<file path="src/hdl/wwbc_pkg.sv">
/*
 * Shared constants and types of the watchdog, wake and bus configuration
 * register bank: register indices, field positions, reset values and the
 * packed carrier of the decoded settings.
 * Assumes a single 50 MHz clock domain and an 8-bit register port.
 */
package wwbc_pkg;

    // ==========================================================
    // Register indices on the serial register port
    localparam logic [6:0] WWBC_ADDR_WATCHDOG = 7'h03;
    localparam logic [6:0] WWBC_ADDR_XCVR0 = 7'h04;
    localparam logic [6:0] WWBC_ADDR_INT_WAKE = 7'h06;
    localparam logic [6:0] WWBC_ADDR_EXT_WAKE = 7'h07;

    // ==========================================================
    // Values after power-on or soft reset
    localparam logic [7:0] WWBC_RST_WATCHDOG = 8'h14;
    localparam logic [7:0] WWBC_RST_XCVR0 = 8'h00;
    localparam logic [7:0] WWBC_RST_INT_WAKE = 8'h01;
    localparam logic [7:0] WWBC_RST_EXT_WAKE = 8'h01;

    // Value forced into the external wake register on fail-safe entry
    localparam logic [7:0] WWBC_FS_EXT_WAKE = 8'h01;

    // ==========================================================
    // Writable bit masks; everything else reads as zero
    localparam logic [7:0] WWBC_MASK_WATCHDOG = 8'hff;
    localparam logic [7:0] WWBC_MASK_XCVR0 = 8'h03;
    localparam logic [7:0] WWBC_MASK_INT_WAKE = 8'h75;
    localparam logic [7:0] WWBC_MASK_EXT_WAKE = 8'h01;

    // Restart: bits kept in the watchdog and internal wake registers, and forced values in the watchdog register
    localparam logic [7:0] WWBC_RSK_WATCHDOG = 8'hb8;
    localparam logic [7:0] WWBC_RSV_WATCHDOG = 8'h04;
    localparam logic [7:0] WWBC_RSK_INT_WAKE = 8'h71;

    // ==========================================================
    // Field positions
    localparam int WWBC_WD_CHECKSUM = 7;
    localparam int WWBC_WD_STOP_OFF_A = 6;
    localparam int WWBC_WD_TYPE = 5;
    localparam int WWBC_WD_BUS_WAKE = 4;
    localparam int WWBC_WD_RST_LIMIT = 3;
    localparam int WWBC_WD_PERIOD_LSB = 0;
    localparam int WWBC_IW_CYCLIC = 6;
    localparam int WWBC_IW_THRESH_LSB = 4;
    localparam int WWBC_IW_STOP_OFF_B = 2;
    localparam int WWBC_IW_FAST_BATT = 0;
    localparam int WWBC_EW_WAKE_PIN = 0;

    // ==========================================================
    // Watchdog period codes and their times in ms
    localparam logic [2:0] WWBC_PER_UNDEF = 3'h6;
    localparam logic [9:0] WWBC_PER_MS_0 = 10'd10;
    localparam logic [9:0] WWBC_PER_MS_1 = 10'd20;
    localparam logic [9:0] WWBC_PER_MS_2 = 10'd50;
    localparam logic [9:0] WWBC_PER_MS_3 = 10'd100;
    localparam logic [9:0] WWBC_PER_MS_4 = 10'd200;
    localparam logic [9:0] WWBC_PER_MS_5 = 10'd500;
    localparam logic [9:0] WWBC_PER_MS_7 = 10'd1000;

    // Transceiver mode codes
    localparam logic [1:0] WWBC_XM_OFF = 2'h0;
    localparam logic [1:0] WWBC_XM_WAKE = 2'h1;
    localparam logic [1:0] WWBC_XM_RX_ONLY = 2'h2;
    localparam logic [1:0] WWBC_XM_NORMAL = 2'h3;

    // Consecutive watchdog resets allowed when limiting is on
    localparam logic [1:0] WWBC_RST_LIMIT_CNT = 2'd3;

    // Synchroniser depth for pin inputs
    localparam int WWBC_SYNC_STAGES = 2;

    // ==========================================================
    // Decoded settings handed to the rest of the chip
    typedef struct packed {
        logic stop_watchdog_off_a;
        logic stop_watchdog_off_b;
        logic watchdog_type_select;
        logic watchdog_start_on_bus_wake;
        logic reset_limit;
        logic [2:0] watchdog_period;
        logic [1:0] transceiver0_mode;
        logic cyclic_wake_enable;
        logic [1:0] battery_threshold_select;
        logic fast_battery_monitor_enable;
        logic wake_pin_source_enable;
    } wwbc_cfg_t;

    // Register read or write request
    typedef struct packed {
        logic wr;
        logic rd;
        logic [6:0] addr;
        logic [7:0] wdata;
    } wwbc_req_t;

endpackage : wwbc_pkg

</file>
<file path="src/hdl/wwbc_sync.sv">
/*
 * Two-stage level synchroniser, parameterised in width.
 * Assumes inputs are asynchronous levels; only the second stage is read.
 */
`timescale 1ns/1ps
module wwbc_sync
    import wwbc_pkg::*;
#(
    parameter int WIDTH = 1
) (
    input wire logic ref_clk_i,
    input wire logic sys_rst_i,
    input wire logic [WIDTH-1:0] async_i,
    output logic [WIDTH-1:0] sync_o
);

    logic [WIDTH-1:0] meta;

    // ==========================================================
    // Two flip-flops in series
    always_ff @(posedge ref_clk_i or posedge sys_rst_i) begin
        if (sys_rst_i) begin
            meta <= '0;
            sync_o <= '0;
        end else begin
            meta <= async_i;
            sync_o <= meta;
        end
    end

endmodule : wwbc_sync

</file>
<file path="src/hdl/wwbc_regs.sv">
/*
 * Watchdog, wake source and transceiver 0 configuration register bank.
 * Holds four 8-bit registers written and read by the host over the
 * register port behind the serial interface, applies reset, restart and
 * fail-safe overrides, and decodes watchdog reset limiting.
 * Assumes the serial framing, mode control and watchdog timer sit outside
 * on the same clock; only the interrupt pin level is asynchronous.
 */
`timescale 1ns/1ps

// Summary of operation
// - Watchdog register bit 6 set together with internal wake bit 2 turns the watchdog off in Stop Mode.
// - Internal wake bit 2 set together with watchdog register bit 6 turns the watchdog off in Stop Mode.
// - Watchdog type bit: 0 time-out watchdog, 1 window watchdog.
// - Bus wake in Stop Mode starts watchdog with long window if enabled.
// - Reset limit bit stops resets after three consecutive watchdog resets in configuration 1/3.
// - Period codes 10 to 1000 ms; code 110 has no defined period.
// - Transceiver 0 mode: off, wake capable, receive only, normal.
// - Fail-safe entry rewrites bus and wake registers to keep wake possible.
// - Fail-safe entry forces external wake register to 0000 0001.
// - Internal wake bit 6 enables the cyclic timer wake source.
// - Two-bit battery threshold select, 00 is highest threshold.
// - Internal wake bit 0 enables fast battery voltage monitoring.
// - External wake bit 0 enables the wake pin as wake source.
// - Reserved bits always read back as zero.
// - Watchdog register resets to 0x14; restart clears bit 6, period 200.
// - Internal wake resets to 0x01; restart clears bit 7 and bits 3:1.
// - A direct Stop to Sleep request is not honoured.
// - Interrupt pin level selects configuration 1/3 or 2/4.
module wwbc_regs
    import wwbc_pkg::*;
(
    input wire logic ref_clk_i,
    input wire logic sys_rst_i,
    input wire wwbc_req_t req_i,
    input wire logic soft_reset_i,
    input wire logic restart_i,
    input wire logic stop_mode_i,
    input wire logic sleep_req_i,
    input wire logic bus_wake_i,
    input wire logic wd_fail_i,
    input wire logic wd_trigger_ok_i,
    input wire logic failure_failsafe_i,
    input wire logic interrupt_pin_i,
    output logic [7:0] rdata_o,
    output logic rvalid_o,
    output logic wd_parity_error_o,
    output wwbc_cfg_t cfg_o,
    output logic watchdog_run_o,
    output logic [9:0] wd_period_ms_o,
    output logic wd_period_valid_o,
    output logic wd_long_window_o,
    output logic wd_reset_req_o,
    output logic failsafe_req_o,
    output logic sleep_grant_o
);

    // ==========================================================
    // Register storage and internal signals
    logic [7:0] watchdog_configuration;
    logic [7:0] transceiver0_mode_control;
    logic [7:0] internal_wake_control;
    logic [7:0] external_wake_control;
    logic [1:0] wd_reset_count;
    logic int_pin_sync;
    logic cfg_failsafe;
    logic failsafe_entry;
    logic wd_write;
    logic parity_ok;
    logic next_reset_allowed;

    // Interrupt pin is an asynchronous strap-like level
    wwbc_sync #(
        .WIDTH(1)
    ) u_int_sync (
        .ref_clk_i(ref_clk_i),
        .sys_rst_i(sys_rst_i),
        .async_i(interrupt_pin_i),
        .sync_o(int_pin_sync)
    );

    // ==========================================================
    // Decode of write, parity and fail-safe conditions
    assign wd_write = req_i.wr && (req_i.addr == WWBC_ADDR_WATCHDOG);
    assign parity_ok = ~(^req_i.wdata);
    // High pin selects configuration 2/4: watchdog failure goes fail-safe
    assign cfg_failsafe = int_pin_sync;
    assign failsafe_entry = failure_failsafe_i
        | (wd_fail_i & cfg_failsafe);
    // Limit applies only in configuration 1/3
    assign next_reset_allowed = ~(watchdog_configuration[WWBC_WD_RST_LIMIT]
        & ~cfg_failsafe
        & (wd_reset_count >= WWBC_RST_LIMIT_CNT));

    // ==========================================================
    // Watchdog configuration register
    always_ff @(posedge ref_clk_i or posedge sys_rst_i) begin
        if (sys_rst_i) begin
            watchdog_configuration <= WWBC_RST_WATCHDOG;
        end else if (soft_reset_i) begin
            watchdog_configuration <= WWBC_RST_WATCHDOG;
        end else if (restart_i) begin
            watchdog_configuration <= (watchdog_configuration
                & WWBC_RSK_WATCHDOG) | WWBC_RSV_WATCHDOG;
        end else if (wd_write && parity_ok) begin
            watchdog_configuration <= req_i.wdata & WWBC_MASK_WATCHDOG;
        end
    end

    // Parity error flag, set on a rejected write, cleared by a good one
    always_ff @(posedge ref_clk_i or posedge sys_rst_i) begin
        if (sys_rst_i) begin
            wd_parity_error_o <= 1'b0;
        end else if (soft_reset_i) begin
            wd_parity_error_o <= 1'b0;
        end else if (wd_write) begin
            wd_parity_error_o <= ~parity_ok;
        end
    end

    // ==========================================================
    // Transceiver 0 mode register; fail-safe leaves it wake capable
    always_ff @(posedge ref_clk_i or posedge sys_rst_i) begin
        if (sys_rst_i) begin
            transceiver0_mode_control <= WWBC_RST_XCVR0;
        end else if (soft_reset_i) begin
            transceiver0_mode_control <= WWBC_RST_XCVR0;
        end else if (failsafe_entry) begin
            transceiver0_mode_control <= {6'h00, WWBC_XM_WAKE};
        end else if (req_i.wr && req_i.addr == WWBC_ADDR_XCVR0) begin
            transceiver0_mode_control <= req_i.wdata & WWBC_MASK_XCVR0;
        end
    end

    // ==========================================================
    // Internal wake control register
    always_ff @(posedge ref_clk_i or posedge sys_rst_i) begin
        if (sys_rst_i) begin
            internal_wake_control <= WWBC_RST_INT_WAKE;
        end else if (soft_reset_i) begin
            internal_wake_control <= WWBC_RST_INT_WAKE;
        end else if (restart_i) begin
            internal_wake_control <= internal_wake_control
                & WWBC_RSK_INT_WAKE;
        end else if (req_i.wr && req_i.addr == WWBC_ADDR_INT_WAKE) begin
            internal_wake_control <= req_i.wdata
                & WWBC_MASK_INT_WAKE;
        end
    end

    // ==========================================================
    // External wake control register
    always_ff @(posedge ref_clk_i or posedge sys_rst_i) begin
        if (sys_rst_i) begin
            external_wake_control <= WWBC_RST_EXT_WAKE;
        end else if (soft_reset_i) begin
            external_wake_control <= WWBC_RST_EXT_WAKE;
        end else if (failsafe_entry) begin
            external_wake_control <= WWBC_FS_EXT_WAKE;
        end else if (req_i.wr && req_i.addr == WWBC_ADDR_EXT_WAKE) begin
            external_wake_control <= req_i.wdata
                & WWBC_MASK_EXT_WAKE;
        end
    end

    // ==========================================================
    // Read port: one cycle latency, unmapped and reserved bits read zero
    always_ff @(posedge ref_clk_i or posedge sys_rst_i) begin
        if (sys_rst_i) begin
            rdata_o <= 8'h00;
            rvalid_o <= 1'b0;
        end else begin
            rvalid_o <= req_i.rd;
            if (req_i.rd) begin
                unique case (req_i.addr)
                    WWBC_ADDR_WATCHDOG: rdata_o <= watchdog_configuration;
                    WWBC_ADDR_XCVR0: rdata_o <= transceiver0_mode_control
                        & WWBC_MASK_XCVR0;
                    WWBC_ADDR_INT_WAKE: rdata_o <= internal_wake_control
                        & WWBC_MASK_INT_WAKE;
                    WWBC_ADDR_EXT_WAKE: rdata_o <= external_wake_control
                        & WWBC_MASK_EXT_WAKE;
                    default: rdata_o <= 8'h00;
                endcase
            end
        end
    end

    // ==========================================================
    // Decoded settings, taken straight from register bits
    assign cfg_o.stop_watchdog_off_a =
        watchdog_configuration[WWBC_WD_STOP_OFF_A];
    assign cfg_o.stop_watchdog_off_b =
        internal_wake_control[WWBC_IW_STOP_OFF_B];
    assign cfg_o.watchdog_type_select =
        watchdog_configuration[WWBC_WD_TYPE];
    assign cfg_o.watchdog_start_on_bus_wake =
        watchdog_configuration[WWBC_WD_BUS_WAKE];
    assign cfg_o.reset_limit = watchdog_configuration[WWBC_WD_RST_LIMIT];
    assign cfg_o.watchdog_period =
        watchdog_configuration[WWBC_WD_PERIOD_LSB +: 3];
    assign cfg_o.transceiver0_mode = transceiver0_mode_control[1:0];
    assign cfg_o.cyclic_wake_enable =
        internal_wake_control[WWBC_IW_CYCLIC];
    assign cfg_o.battery_threshold_select =
        internal_wake_control[WWBC_IW_THRESH_LSB +: 2];
    assign cfg_o.fast_battery_monitor_enable =
        internal_wake_control[WWBC_IW_FAST_BATT];
    assign cfg_o.wake_pin_source_enable =
        external_wake_control[WWBC_EW_WAKE_PIN];

    // ==========================================================
    // Watchdog run enable: off in Stop Mode only when both bits are set
    always_ff @(posedge ref_clk_i or posedge sys_rst_i) begin
        if (sys_rst_i) begin
            watchdog_run_o <= 1'b1;
        end else begin
            watchdog_run_o <= ~(stop_mode_i
                & watchdog_configuration[WWBC_WD_STOP_OFF_A]
                & internal_wake_control[WWBC_IW_STOP_OFF_B]);
        end
    end

    // ==========================================================
    // Period decode in ms; code 110 flagged as undefined
    always_ff @(posedge ref_clk_i or posedge sys_rst_i) begin
        if (sys_rst_i) begin
            wd_period_ms_o <= WWBC_PER_MS_4;
            wd_period_valid_o <= 1'b1;
        end else begin
            wd_period_valid_o <= (cfg_o.watchdog_period
                != WWBC_PER_UNDEF);
            unique case (cfg_o.watchdog_period)
                3'h0: wd_period_ms_o <= WWBC_PER_MS_0;
                3'h1: wd_period_ms_o <= WWBC_PER_MS_1;
                3'h2: wd_period_ms_o <= WWBC_PER_MS_2;
                3'h3: wd_period_ms_o <= WWBC_PER_MS_3;
                3'h4: wd_period_ms_o <= WWBC_PER_MS_4;
                3'h5: wd_period_ms_o <= WWBC_PER_MS_5;
                3'h6: wd_period_ms_o <= 10'h000;
                3'h7: wd_period_ms_o <= WWBC_PER_MS_7;
            endcase
        end
    end

    // ==========================================================
    // Long open window start after a bus wake in Stop Mode
    always_ff @(posedge ref_clk_i or posedge sys_rst_i) begin
        if (sys_rst_i) begin
            wd_long_window_o <= 1'b0;
        end else begin
            wd_long_window_o <= bus_wake_i & stop_mode_i
                & watchdog_configuration[WWBC_WD_BUS_WAKE];
        end
    end

    // ==========================================================
    // Consecutive watchdog reset counter; a good trigger clears it
    always_ff @(posedge ref_clk_i or posedge sys_rst_i) begin
        if (sys_rst_i) begin
            wd_reset_count <= 2'd0;
        end else if (soft_reset_i) begin
            wd_reset_count <= 2'd0;
        end else if (wd_fail_i && !cfg_failsafe) begin
            if (wd_reset_count < WWBC_RST_LIMIT_CNT) begin
                wd_reset_count <= wd_reset_count + 2'd1;
            end
        end else if (wd_trigger_ok_i) begin
            wd_reset_count <= 2'd0;
        end
    end

    // Reset request on a watchdog failure; fail-safe request on a failure or a watchdog failure in configuration 2/4
    always_ff @(posedge ref_clk_i or posedge sys_rst_i) begin
        if (sys_rst_i) begin
            wd_reset_req_o <= 1'b0;
            failsafe_req_o <= 1'b0;
        end else begin
            wd_reset_req_o <= wd_fail_i & next_reset_allowed;
            failsafe_req_o <= failsafe_entry;
        end
    end

    // ==========================================================
    // Sleep request is refused while in Stop Mode
    always_ff @(posedge ref_clk_i or posedge sys_rst_i) begin
        if (sys_rst_i) begin
            sleep_grant_o <= 1'b0;
        end else begin
            sleep_grant_o <= sleep_req_i & ~stop_mode_i;
        end
    end

endmodule : wwbc_regs

</file>
<file path="config.mk">
export PLATFORM = sky130hd
export DESIGN_NAME = wwbc_regs
export DESIGN_NICKNAME = d
export VERILOG_FILES = /design/src/hdl/wwbc_pkg.sv /design/src/hdl/wwbc_sync.sv /design/src/hdl/wwbc_regs.sv
export SDC_FILE = /design/constraint.sdc
export NUM_CORES = 1
export LEC_CHECK = 0
export BUFFER_PORTS_ARGS = -buffer_cell sky130_fd_sc_hd__buf_2
export CORE_MARGIN = 2
export CORE_UTILIZATION = 45
export CTS_CLUSTER_SIZE = 25
export DETAILED_ROUTE_END_ITERATION = 10
export GPL_ROUTABILITY_DRIVEN = 0
export PLACE_DENSITY = 0.72
export REMOVE_ABC_BUFFERS = 1
export SYNTH_ARGS = -nofsm -noshare
export SYNTH_HDL_FRONTEND = slang
export SYNTH_SLANG_ARGS = --single-unit
</file>
<file path="constraint.sdc">
create_clock -name ref_clk_i -period 2.3 [get_ports ref_clk_i]
set_input_delay 0.23 -clock ref_clk_i [delete_from_list [all_inputs] [get_ports ref_clk_i]]
set_output_delay 0.23 -clock ref_clk_i [all_outputs]
set_load 0.005 [all_outputs]
</file>
==> run summary, run 1 <==
Crit path required time - 2530 ps
Syn_area_per_cell - 10.64 µm²
Simple-Gate Fraction of Synth Area - 0.1390
Storage cell area - 1137 µm²
Yosys reg bits - 45
Crit-path slowest cell - nor3_2
TNS Setup - 0 ps
Static Leak - 1.205 nW
P_sw - 370.9 µW
Crit path capture type - register
Antenna violations before repair - 0
Tcrit/Tclk final - 0.6850
Row cnt - 24
Per-cell routed wire length - 14.92 µm
Measured slew at the worst slew-check pin - 541.0 ps
Gate power share - 0.115
Clk pin slew, worst setup/hold paths - 80 ps
Max VDD drop - 226.5 µV
Nets - 297
# H-tree levels - 2
Post-CTS setup buffer count - 0
Total track usage - 0.1952
RSZ-0062 raised after global routing - no
Diode count - 0
Post-route ant nets - 0
Status - finished, final reports clean
Initial DRC count - 76
Crit Path Max Fanout - 7
TritonRoute pass-1 iters - 6
Fraction of synthesized cell area in xor and xnor cells - 0.03684
Crit-path max cell delay - 430 ps
Clock share of power - 0.325
Vias per cell - 5.288
Leading area contributor after synthesis - dfrtp_1
Netlist Area Pre-Place - 2106 µm²
Finish-stage setup viols - 0
Fraction of synthesized cell area taken by the top area cell type - 0.4278
CTS resizes - 0
Int Power - 1.069 mW
Top_reg_cell synth - dfrtp_1
Area delta synth->final - 20.56%
Synth warn - 0
Crit path time final - 1576 ps
Compound-Gate Fraction of Synth Area - 0.1301
Buffers added on ports - 67
First-pass GRT wire length - 7.790 mm
Switch share - 0.2576
HPWL Detailed - 3.614 mm
Skew final - 3.083 ps
Max_cap viols - 0
Area occupied by multi-input gates - 837.1 µm²
Boundary Pins - 69
Fin. Hold Viols - 0
Cell count after synthesis - 198
Vias in the first global route - 1,658
CP Launch Type - primary input
CTS tree - built
Asr flop ratio synth - 1.000
WS Path Type - primary input to register
Clock Path Buffers - 2
Top cells by area, synth - dfrtp_1, dfstp_2, mux2i_1
Slew Viols, Final - 0
Core outline area - 4444 µm²
Max transition margin - 0.6368
Flop pwr share - 0.559
Root Buffer - clkbuf_8
Gr ovfl total - 0
Mux contribution to synthesized area - 0.05407
Initial Util - 0.4738
Share of post-route cells with drive strength above 1 - 0.3636
Power density cells - 567.1 nW/µm²
Die area - 5242 µm²
Synth unique cells - 37
CTS Sinks - 45
Largest net degree at the start of global routing - 23
Chip width - 72.41 µm
WP data arrival - 1810 ps
CTS Buf Count - 5
Worst hold path class - primary input to register
Placed Area - 2446 µm²
# fillers - 430
Main combinational cell family by area after synthesis - simple AND/OR/NAND/NOR gates
Clock latency on the worst-skew pair - 300 ps
Drt drc - 0
Post-synthesis adder-cell area fraction - 0.03565
R2r setup slk - 940 ps
Vias after detailed routing - 1,671
Sequential area share after synthesis - 0.5401
Final non-filler cell area - 2539 µm²
Fmax - 0.6347 GHz
Crit path cell chain - buf_2 -> nor4_1 -> nand2_1 -> nor3_2 -> nor2_1 -> a211o_2
Final WL - 4.716 mm
Post-synth EDFFs - 0
Die H - 72.41 µm
area by class of cell:
| class | instances | area share |
|---|---|---|
| clock inverters | 2 | 0.003943 |
| clock buffers | 6 | 0.02859 |
| repair buffers | 70 | 0.1419 |
| multi-input cells | 126 | 0.3297 |
| well taps | 52 | 0.02563 |
| flip-flops and latches | 45 | 0.4480 |
| inverters | 15 | 0.02218 |
per-layer routing:
layer,global-route usage,wire length (µm)
met5,0,0
met4,0.08642,114
met3,0.04722,315
met2,0.3170,2315
met1,0.2486,1971
cells in the mapped netlist (2+ instances only):
| cell type | instances |
|---|---|
| inv_1 | 15 |
| o22ai_1 | 6 |
| nor2_1 | 16 |
| nor3_1 | 4 |
| nor3_2 | 2 |
| nand2b_1 | 3 |
| clkbuf_1 | 4 |
| buf_4 | 8 |
| and2_1 | 2 |
| or2_2 | 2 |
| xnor2_1 | 7 |
| nor2b_1 | 2 |
| a21oi_1 | 13 |
| o21bai_1 | 2 |
| o21ai_0 | 5 |
| dfstp_2 | 9 |
| mux2i_1 | 8 |
| o31ai_1 | 6 |
| dfrtp_1 | 36 |
| ha_1 | 6 |
| mux2_2 | 3 |
| nand4_1 | 7 |
| a31oi_1 | 2 |
| nand3_1 | 3 |
| nand2_1 | 10 |
| nor4_1 | 2 |
| a22oi_1 | 5 |
metrics by stage:
step                std cells  utilization  setup slack [ps]  total power [mW]  hold slack, ps
floorplan                 186            -             759.2            0.9137           261.4
detailed placement        307       0.5504             467.5            0.9852           86.00
global placement          307       0.5504             494.6            0.9830           90.73
CTS                       316       0.5712             728.6             1.452           28.44
global route              316       0.5712             629.8             1.507           18.71
finish                    316       0.5712             724.4             1.440           33.08
worst max-delay path: cells and delay by family:
family	cells	cell delay [ps]
simple gates	4	1150
compound gates	1	320
buf+inv	1	110
worst paths after layout:
check | startpoint | endpoint | cells after the start
max | req_i[13] | internal_wake_control[0] | 6
min reg2reg | u_int_sync.meta | u_int_sync.sync_o | 0
min in group asynchronous | sys_rst_i | rdata_o[2] | 3
max in group asynchronous | sys_rst_i | watchdog_run_o | 4
max reg2reg | watchdog_configuration[0] | rdata_o[0] | 5
min | interrupt_pin_i | u_int_sync.meta | 1
sequential cells by signal (all words and copies together), names as in the netlist:
name / count
wd_long_window_o: 1
wd_period_ms_o: 9
rdata_o: 8
wd_parity_error_o: 1
wd_reset_req_o: 1
rvalid_o: 1
internal_wake_control: 5
u_int_sync.sync_o: 1
u_int_sync.meta: 1
watchdog_configuration: 8
external_wake_control: 1
sleep_grant_o: 1
wd_reset_count: 2
wd_period_valid_o: 1
watchdog_run_o: 1
transceiver0_mode_control: 2
failsafe_req_o: 1
timing repair:
action                                  in CTS  in global routing
endpoints found under the hold margin        2                  0
endpoints found under the setup margin       0                  0
hold buffers                                 1                  0
cells by family after synthesis:
logic type	after synthesis
and+or+nand+nor	57
DFF	45
AOI/OAI and AO/OA	43
buffers and inverters	27
muxes	11
xor gates and xnor gates	8
adders and majority gates	6
other	1
placed cells by master (no fill, tap or decap), types with 2 or more instances in the layout:
cell type / n
nand2b_1: 3
nor4_1: 2
mux2_2: 3
buf_2: 67
o21bai_1: 2
dfstp_2: 9
clkbuf_8: 5
or2_2: 2
mux2i_1: 8
dfrtp_1: 36
buf_4: 2
nand2_1: 10
a22oi_1: 5
nor3_1: 4
a31oi_1: 2
o22ai_1: 6
inv_1: 14
nor3_2: 2
xnor2_1: 7
nand4_1: 7
o31ai_1: 6
a21oi_1: 13
clkinv_2: 2
and2_1: 2
ha_1: 6
nor2_1: 16
o21ai_0: 5
nand3_1: 3
nor2b_1: 2
power groups by stage:
stage	combinational (mW)	sequential, mW	clock [mW]
after CTS	0.167	0.805	0.480
after detailed placement	0.165	0.820	0
after global placement	0.163	0.820	0
after global routing	0.184	0.807	0.517
final	0.166	0.805	0.469
after floorplan	0.0927	0.821	0
(Power assumes the default switching activity.)
==> run 2: changes to the inputs <==
--- a/config.mk
+++ b/config.mk
@@ -5,6 +5,7 @@
 export SDC_FILE = /design/constraint.sdc
 export NUM_CORES = 1
 export LEC_CHECK = 0
+export ABC_AREA = 1
 export BUFFER_PORTS_ARGS = -buffer_cell sky130_fd_sc_hd__buf_2
 export CORE_MARGIN = 2
 export CORE_UTILIZATION = 45
==> constraint.sdc (replaced) <==
create_clock -name ref_clk_i -period 1.6 [get_ports ref_clk_i]
set_input_delay 0.16 -clock ref_clk_i [delete_from_list [all_inputs] [get_ports ref_clk_i]]
set_output_delay 0.16 -clock ref_clk_i [all_outputs]
set_load 0.005 [all_outputs]
==> run summary, run 2 <==
Status - finished, final reports clean
TNS Setup - 0 ps (unchanged)
Fmax - 0.7997 GHz
Post-place setup slack - 250.3 ps (-217.1 ps)
Switch share - 0.2322 (-0.02540)
Most common cell after layout, fill and taps aside - nand2_1
Crit Path Max Fanout - 4 (-3)
Top cells by area, synth - dfrtp_1, nand2_1, dfstp_2
Row cnt - 25 (+4.2%)
CTS tree - built
Area delta synth->final - 22.66%
Most frequent cells in the layout - nand2_1, buf_2, dfrtp_1, inv_1, nor2_1
CTS Buf Count - 5 (unchanged)
Finish-stage setup viols - 0 (unchanged)
Fin. Hold Viols - 0 (unchanged)
Cells after DPL - 397 (+29%)
Vias per cell - 4.646 (-12%)
Skew final - 7.567 ps (+4.485 ps)
Vias in the first global route - 1,681 (+1.4%)
TritonRoute pass-1 iters - 4 (-2)
Slew Viols, Final - 0 (unchanged)
Worst hold path class - primary input to register
Max transition margin - 0.6357 (-0.001046)
Core outline area - 4723 µm² (+6.3%)
WP data arrival - 1470 ps (-340 ps)
Chip width - 74.15 µm (+2.4%)
Clock Path Buffers - 2 (unchanged)
Static Leak - 1.556 nW (+29%)
Max_cap viols - 0 (unchanged)
Asr flop ratio synth - 1.000 (unchanged)
Final Power - 2.224 mW (+54%)
Antenna violations before repair - 0 (unchanged)
Tcrit/Tclk final - 0.7815
Flop pwr share - 0.530 (-0.029)
Int Power - 1.707 mW (+60%)
RSZ-0062 raised after global routing - no
Die area - 5498 µm² (+4.9%)
# fillers - 451 (+4.9%)
Post-route ant nets - 0 (unchanged)
Sequential area share after synthesis - 0.5136 (-0.02655)
Clk pin slew, worst setup/hold paths - 80 ps (about the same)
Syn_area_per_cell - 8.202 µm² (-23%)
# H-tree levels - 2 (unchanged)
Measured slew at the worst slew-check pin - 546.4 ps (+5.457 ps)
CP Launch Type - register
Buffers added on ports - 67 (unchanged)
Root Buffer - clkbuf_8
Post-CTS setup buffer count - 0 (unchanged)
Crit path capture type - register
Leading area contributor after synthesis - dfrtp_1
WS Path Type - register to register
Fraction of synthesized cell area taken by the top area cell type - 0.4068 (-0.02103)
Final non-filler cell area - 2716 µm² (+7.0%)
P_sw - 516.4 µW (+39%)
Initial Util - 0.4689 (-0.004944)
Boundary Pins - 69 (unchanged)
Die H - 74.15 µm (+2.4%)
Top_reg_cell synth - dfrtp_1
Vias after detailed routing - 1,891 (+13%)
Drt drc - 0 (unchanged)
Synth warn - 0 (unchanged)
CTS Sinks - 45 (unchanged)
Final non-filler cell total - 407 (+29%)
Post-synth EDFFs - 0 (unchanged)
Top Registers - wd_period_ms_o (9), rdata_o (8), watchdog_configuration (8)
Most frequent cell after synthesis - nand2_1
Synth unique cells - 27 (-27%)
Gate power share - 0.099 (-0.016)
Diode count - 0 (unchanged)
Biggest register - wd_period_ms_o
Nets - 373 (+26%)
Max reg flops - 9 (unchanged)
HPWL Detailed - 3.772 mm (+4.4%)
Gr ovfl total - 0 (unchanged)
Cell count after synthesis - 270 (+36%)
Netlist Area Pre-Place - 2215 µm² (+5.2%)
Clock latency on the worst-skew pair - 290 ps (about the same)
Final WS setup - 349.5 ps (-374.9 ps)
Per-cell routed wire length - 11.70 µm (-22%)
Initial DRC count - 106 (+39%)
Power density cells - 818.6 nW/µm² (+44%)
Placed Area - 2589 µm² (+5.8%)
Crit path time final - 1250 ps
Worst hold margin - 49.60 ps (+16.52 ps)
First-pass GRT wire length - 7.624 mm (-2.1%)
Yosys reg bits - 45 (unchanged)
Post-Route Utilization - 0.5751 (+0.003872)
Max VDD drop - 301.0 µV (+33%)
Share of post-route cells with drive strength above 1 - 0.2824 (-0.08128)
Crit path required time - 1820 ps (-710 ps)
Total track usage - 0.1839 (-0.01126)
Clock share of power - 0.370 (+0.045)
Largest net degree at the start of global routing - 46 (+100%)
Final WL - 4.760 mm (+0.93%)
Synth top cells by count - nand2_1, dfrtp_1, inv_1, nor2_1
## run 2: path summary, 6_finish.rpt
path	from	end	slack (ps)	cells after the start
setup / recovery	u_int_sync.sync_o	external_wake_control[0]	350	5
hold / removal	stop_mode_i	watchdog_run_o	50	2
setup reg to reg	u_int_sync.sync_o	external_wake_control[0]	350	5
hold reg to reg	u_int_sync.meta	u_int_sync.sync_o	370	0
max in group asynchronous	sys_rst_i	wd_period_valid_o	680	4
min in group asynchronous	sys_rst_i	rdata_o[6]	540	4
## run 2: cell type report
class | count | area, µm² | area share
timing repair buffer | 72 | 377.9 | 0.1391
tap | 67 | 83.83 | 0.03086
clock inverter | 2 | 35.03 | 0.01290
multi-input combinational | 183 | 889.6 | 0.3275
inverter | 32 | 120.1 | 0.04422
clock buffer | 6 | 72.57 | 0.02672
sequential | 45 | 1137 | 0.4187
## run 2: timing repair
action                                 in CTS  in global routing
endpoints found under the hold margin      10                  0
gates resized for setup                     0                  0
hold buffers                                2                  0
## run 2: cells by family (layout without fill, tap and decap cells)
kind of cell	count (synthesis)	after routing	share of synthesized area
flops	45	45	0.5136
buf+inv	42	112	0.08475
other cells	1	1	0.001693
simple gates	146	146	0.2927
compound gates	30	30	0.07344
fa+ha+maj	6	6	0.03390
## run 2: per-layer routing
| metal | GRT usage | share of wire | vias to the layer above |
|---|---|---|---|
| met5 | 0 | 0 | - |
| met4 | 0.06061 | 0.014 | 0 |
| li1 | - | - | 976 |
| met1 | 0.2347 | 0.44 | 864 |
| met2 | 0.3135 | 0.50 | 45 |
| met3 | 0.03794 | 0.043 | 6 |
## run 2: critical path: stages (launching register included)
cell and delay (ps):
dfrtp_1 410, a21oi_1 130, inv_1 110, nor2_1 220, nand2_1 120, a31oi_1 190
## run 2: power groups by stage
| stage | Combinational, mW | Clock (mW) | Sequential (mW) |
|---|---|---|---|
| after global routing | 0.255 | 0.886 | 1.18 |
| after floorplan | 0.119 | 0 | 1.20 |
| after CTS | 0.224 | 0.843 | 1.18 |
| after global placement | 0.214 | 0 | 1.20 |
| final | 0.221 | 0.824 | 1.18 |
| after detailed placement | 0.219 | 0 | 1.20 |
==> run 3: changes to the inputs <==
==> constraint.sdc (replaced) <==
create_clock -name ref_clk_i -period 1.28 [get_ports ref_clk_i]
set_input_delay 0.128 -clock ref_clk_i [delete_from_list [all_inputs] [get_ports ref_clk_i]]
set_output_delay 0.128 -clock ref_clk_i [all_outputs]
set_load 0.005 [all_outputs]
==> run summary, run 3 (synthesis gave the netlist of run 2 again) <==
Gr ovfl total - 0 (unchanged)
Final non-filler cell area - 2741 µm² (+0.92%)
Die H - 74.15 µm (unchanged)
Biggest register - wd_period_ms_o
Final WL - 4.715 mm (-0.95%)
Clk pin slew, worst setup/hold paths - 80 ps (about the same)
Fin. Hold Viols - 0 (unchanged)
Vias per cell - 4.704 (+1.2%)
Crit path time final - 1222 ps
Core outline area - 4723 µm² (unchanged)
CTS tree - built
Diode count - 0 (unchanged)
Buffers added on ports - 67 (unchanged)
Tcrit/Tclk final - 0.9544
Most frequent cells in the layout - nand2_1, buf_2, dfrtp_1, inv_1, nor2_1
First-pass GRT wire length - 7.583 mm (-0.54%)
Crit path capture type - output port
Finish-stage setup viols - 0 (unchanged)
Per-cell routed wire length - 11.53 µm (-1.4%)
Nets - 375 (+0.54%)
Final Power - 2.641 mW (+19%)
CTS Buf Count - 5 (unchanged)
Skew final - 8.208 ps (+0.6404 ps)
Vias in the first global route - 1,696 (+0.89%)
Placed Area - 2616 µm² (+1.1%)
CP Launch Type - register
Post-route ant nets - 0 (unchanged)
Clock latency on the worst-skew pair - 300 ps (about the same)
P_sw - 692.9 µW (+34%)
Max VDD drop - 413.8 µV (+37%)
Flop pwr share - 0.558 (+0.028)
Switch share - 0.2624 (+0.03017)
Clock Path Buffers - 2 (unchanged)
# H-tree levels - 2 (unchanged)
Total track usage - 0.1831 (-0.0008351)
Top Registers - wd_period_ms_o (9), rdata_o (8), watchdog_configuration (8)
Crit-path slowest cell - dfstp_2
Int Power - 1.948 mW (+14%)
Buf+Inv Stages, Crit Path - 2 (+1)
Static Leak - 1.563 nW (+0.41%)
Most common cell after layout, fill and taps aside - nand2_1
RSZ-0062 raised after global routing - no
Root Buffer - clkbuf_8
Worst path top cell family by delay - flip-flops
Power density cells - 963.3 nW/µm² (+18%)
Chip width - 74.15 µm (unchanged)
Max reg flops - 9 (unchanged)
Row cnt - 25 (unchanged)
WP data arrival - 1090 ps (-380 ps)
Area delta synth->final - 23.79%
Initial Util - 0.4689 (unchanged)
Boundary Pins - 69 (unchanged)
Gate power share - 0.107 (+0.008)
Vias after detailed routing - 1,924 (+1.7%)
Crit path cell chain - buf_6 -> buf_2
Drt drc - 0 (unchanged)
Clock share of power - 0.335 (-0.035)
Crit Path Max Fanout - 9 (+5)
Worst hold path class - primary input to register
Slew Viols, Final - 0 (unchanged)
TritonRoute pass-1 iters - 4 (unchanged)
Crit-path max cell delay - 550 ps (+140 ps)
Status - finished, final reports clean
Die area - 5498 µm² (unchanged)
Share of post-route cells with drive strength above 1 - 0.2953 (+0.01297)
CTS Sinks - 45 (unchanged)
WS Path Type - register to output port
Max_cap viols - 0 (unchanged)
Initial DRC count - 108 (+1.9%)
Largest net degree at the start of global routing - 46 (unchanged)
HPWL Detailed - 3.699 mm (-1.9%)
Antenna violations before repair - 0 (unchanged)
Crit path required time - 1150 ps (-670 ps)
Fmax - 0.8186 GHz
==> run 3: final cells by class <==
| type | count | area (µm²) |
|---|---|---|
| sequential | 45 | 1137 |
| clock inverter | 3 | 21.27 |
| fill | 429 | 1982 |
| tap | 67 | 83.83 |
| clock buffer | 5 | 68.82 |
| timing repair buffer | 74 | 409.1 |
| multi-input combinational | 183 | 900.9 |
| inverter | 32 | 120.1 |
==> run 3: worst paths after layout <==
kind / startpoint / end / slack, ps / cells past startpoint
setup / recovery: watchdog_configuration[2] / cfg_o[9] / 60 / 2
hold / removal: stop_mode_i / sleep_grant_o / 10 / 2
setup reg to reg: u_int_sync.sync_o / wd_reset_count[0] / 140 / 4
hold reg to reg: u_int_sync.meta / u_int_sync.sync_o / 360 / 0
max in group asynchronous: sys_rst_i / wd_period_ms_o[6] / 620 / 4
min in group asynchronous: sys_rst_i / failsafe_req_o / 390 / 4
==> run 3: stage by stage <==
step / setup WS (ps) / utilization / setup TNS, ps / hold slack (ps) / std cells
2_1_floorplan: 107.5 / - / 0 / 159.4 / 260
3_3_place_gp: 20.52 / 0.5539 / 0 / 177.5 / 399
3_5_place_dp: -6.718 / 0.5539 / -6.718 / 182.7 / 399
4_1_cts: 21.78 / 0.5772 / 0 / 12.11 / 409
5_1_grt: 0.9091 / 0.5804 / 0 / 13.16 / 409
6_report: 58.40 / 0.5804 / 0 / 14.09 / 409
==> run 3: timing repair <==
item                                    CTS  global route
buffers inserted                          0             0
hold buffers                              2             0
hold endpoints to repair                 37             0
endpoints found under the setup margin    0             5
resized for setup                         0             4
==> run 3: per-layer routing <==
layer | vias up | track usage | wire length, µm
met5 | - | 0 | 0
met4 | 0 | 0.06263 | 72
met3 | 6 | 0.04878 | 276
met2 | 56 | 0.2976 | 2321
met1 | 881 | 0.2380 | 2045
li1 | 981 | - | -
==> run 3: power by group through the flow <==
stage	clock network [mW]	registers (mW)	logic, mW
6_report	0.885	1.47	0.283
3_3_place_gp	0	1.50	0.273
3_5_place_dp	0	1.50	0.280
2_1_floorplan	0	1.50	0.149
5_1_grt	0.957	1.48	0.327
4_1_cts	0.899	1.47	0.285
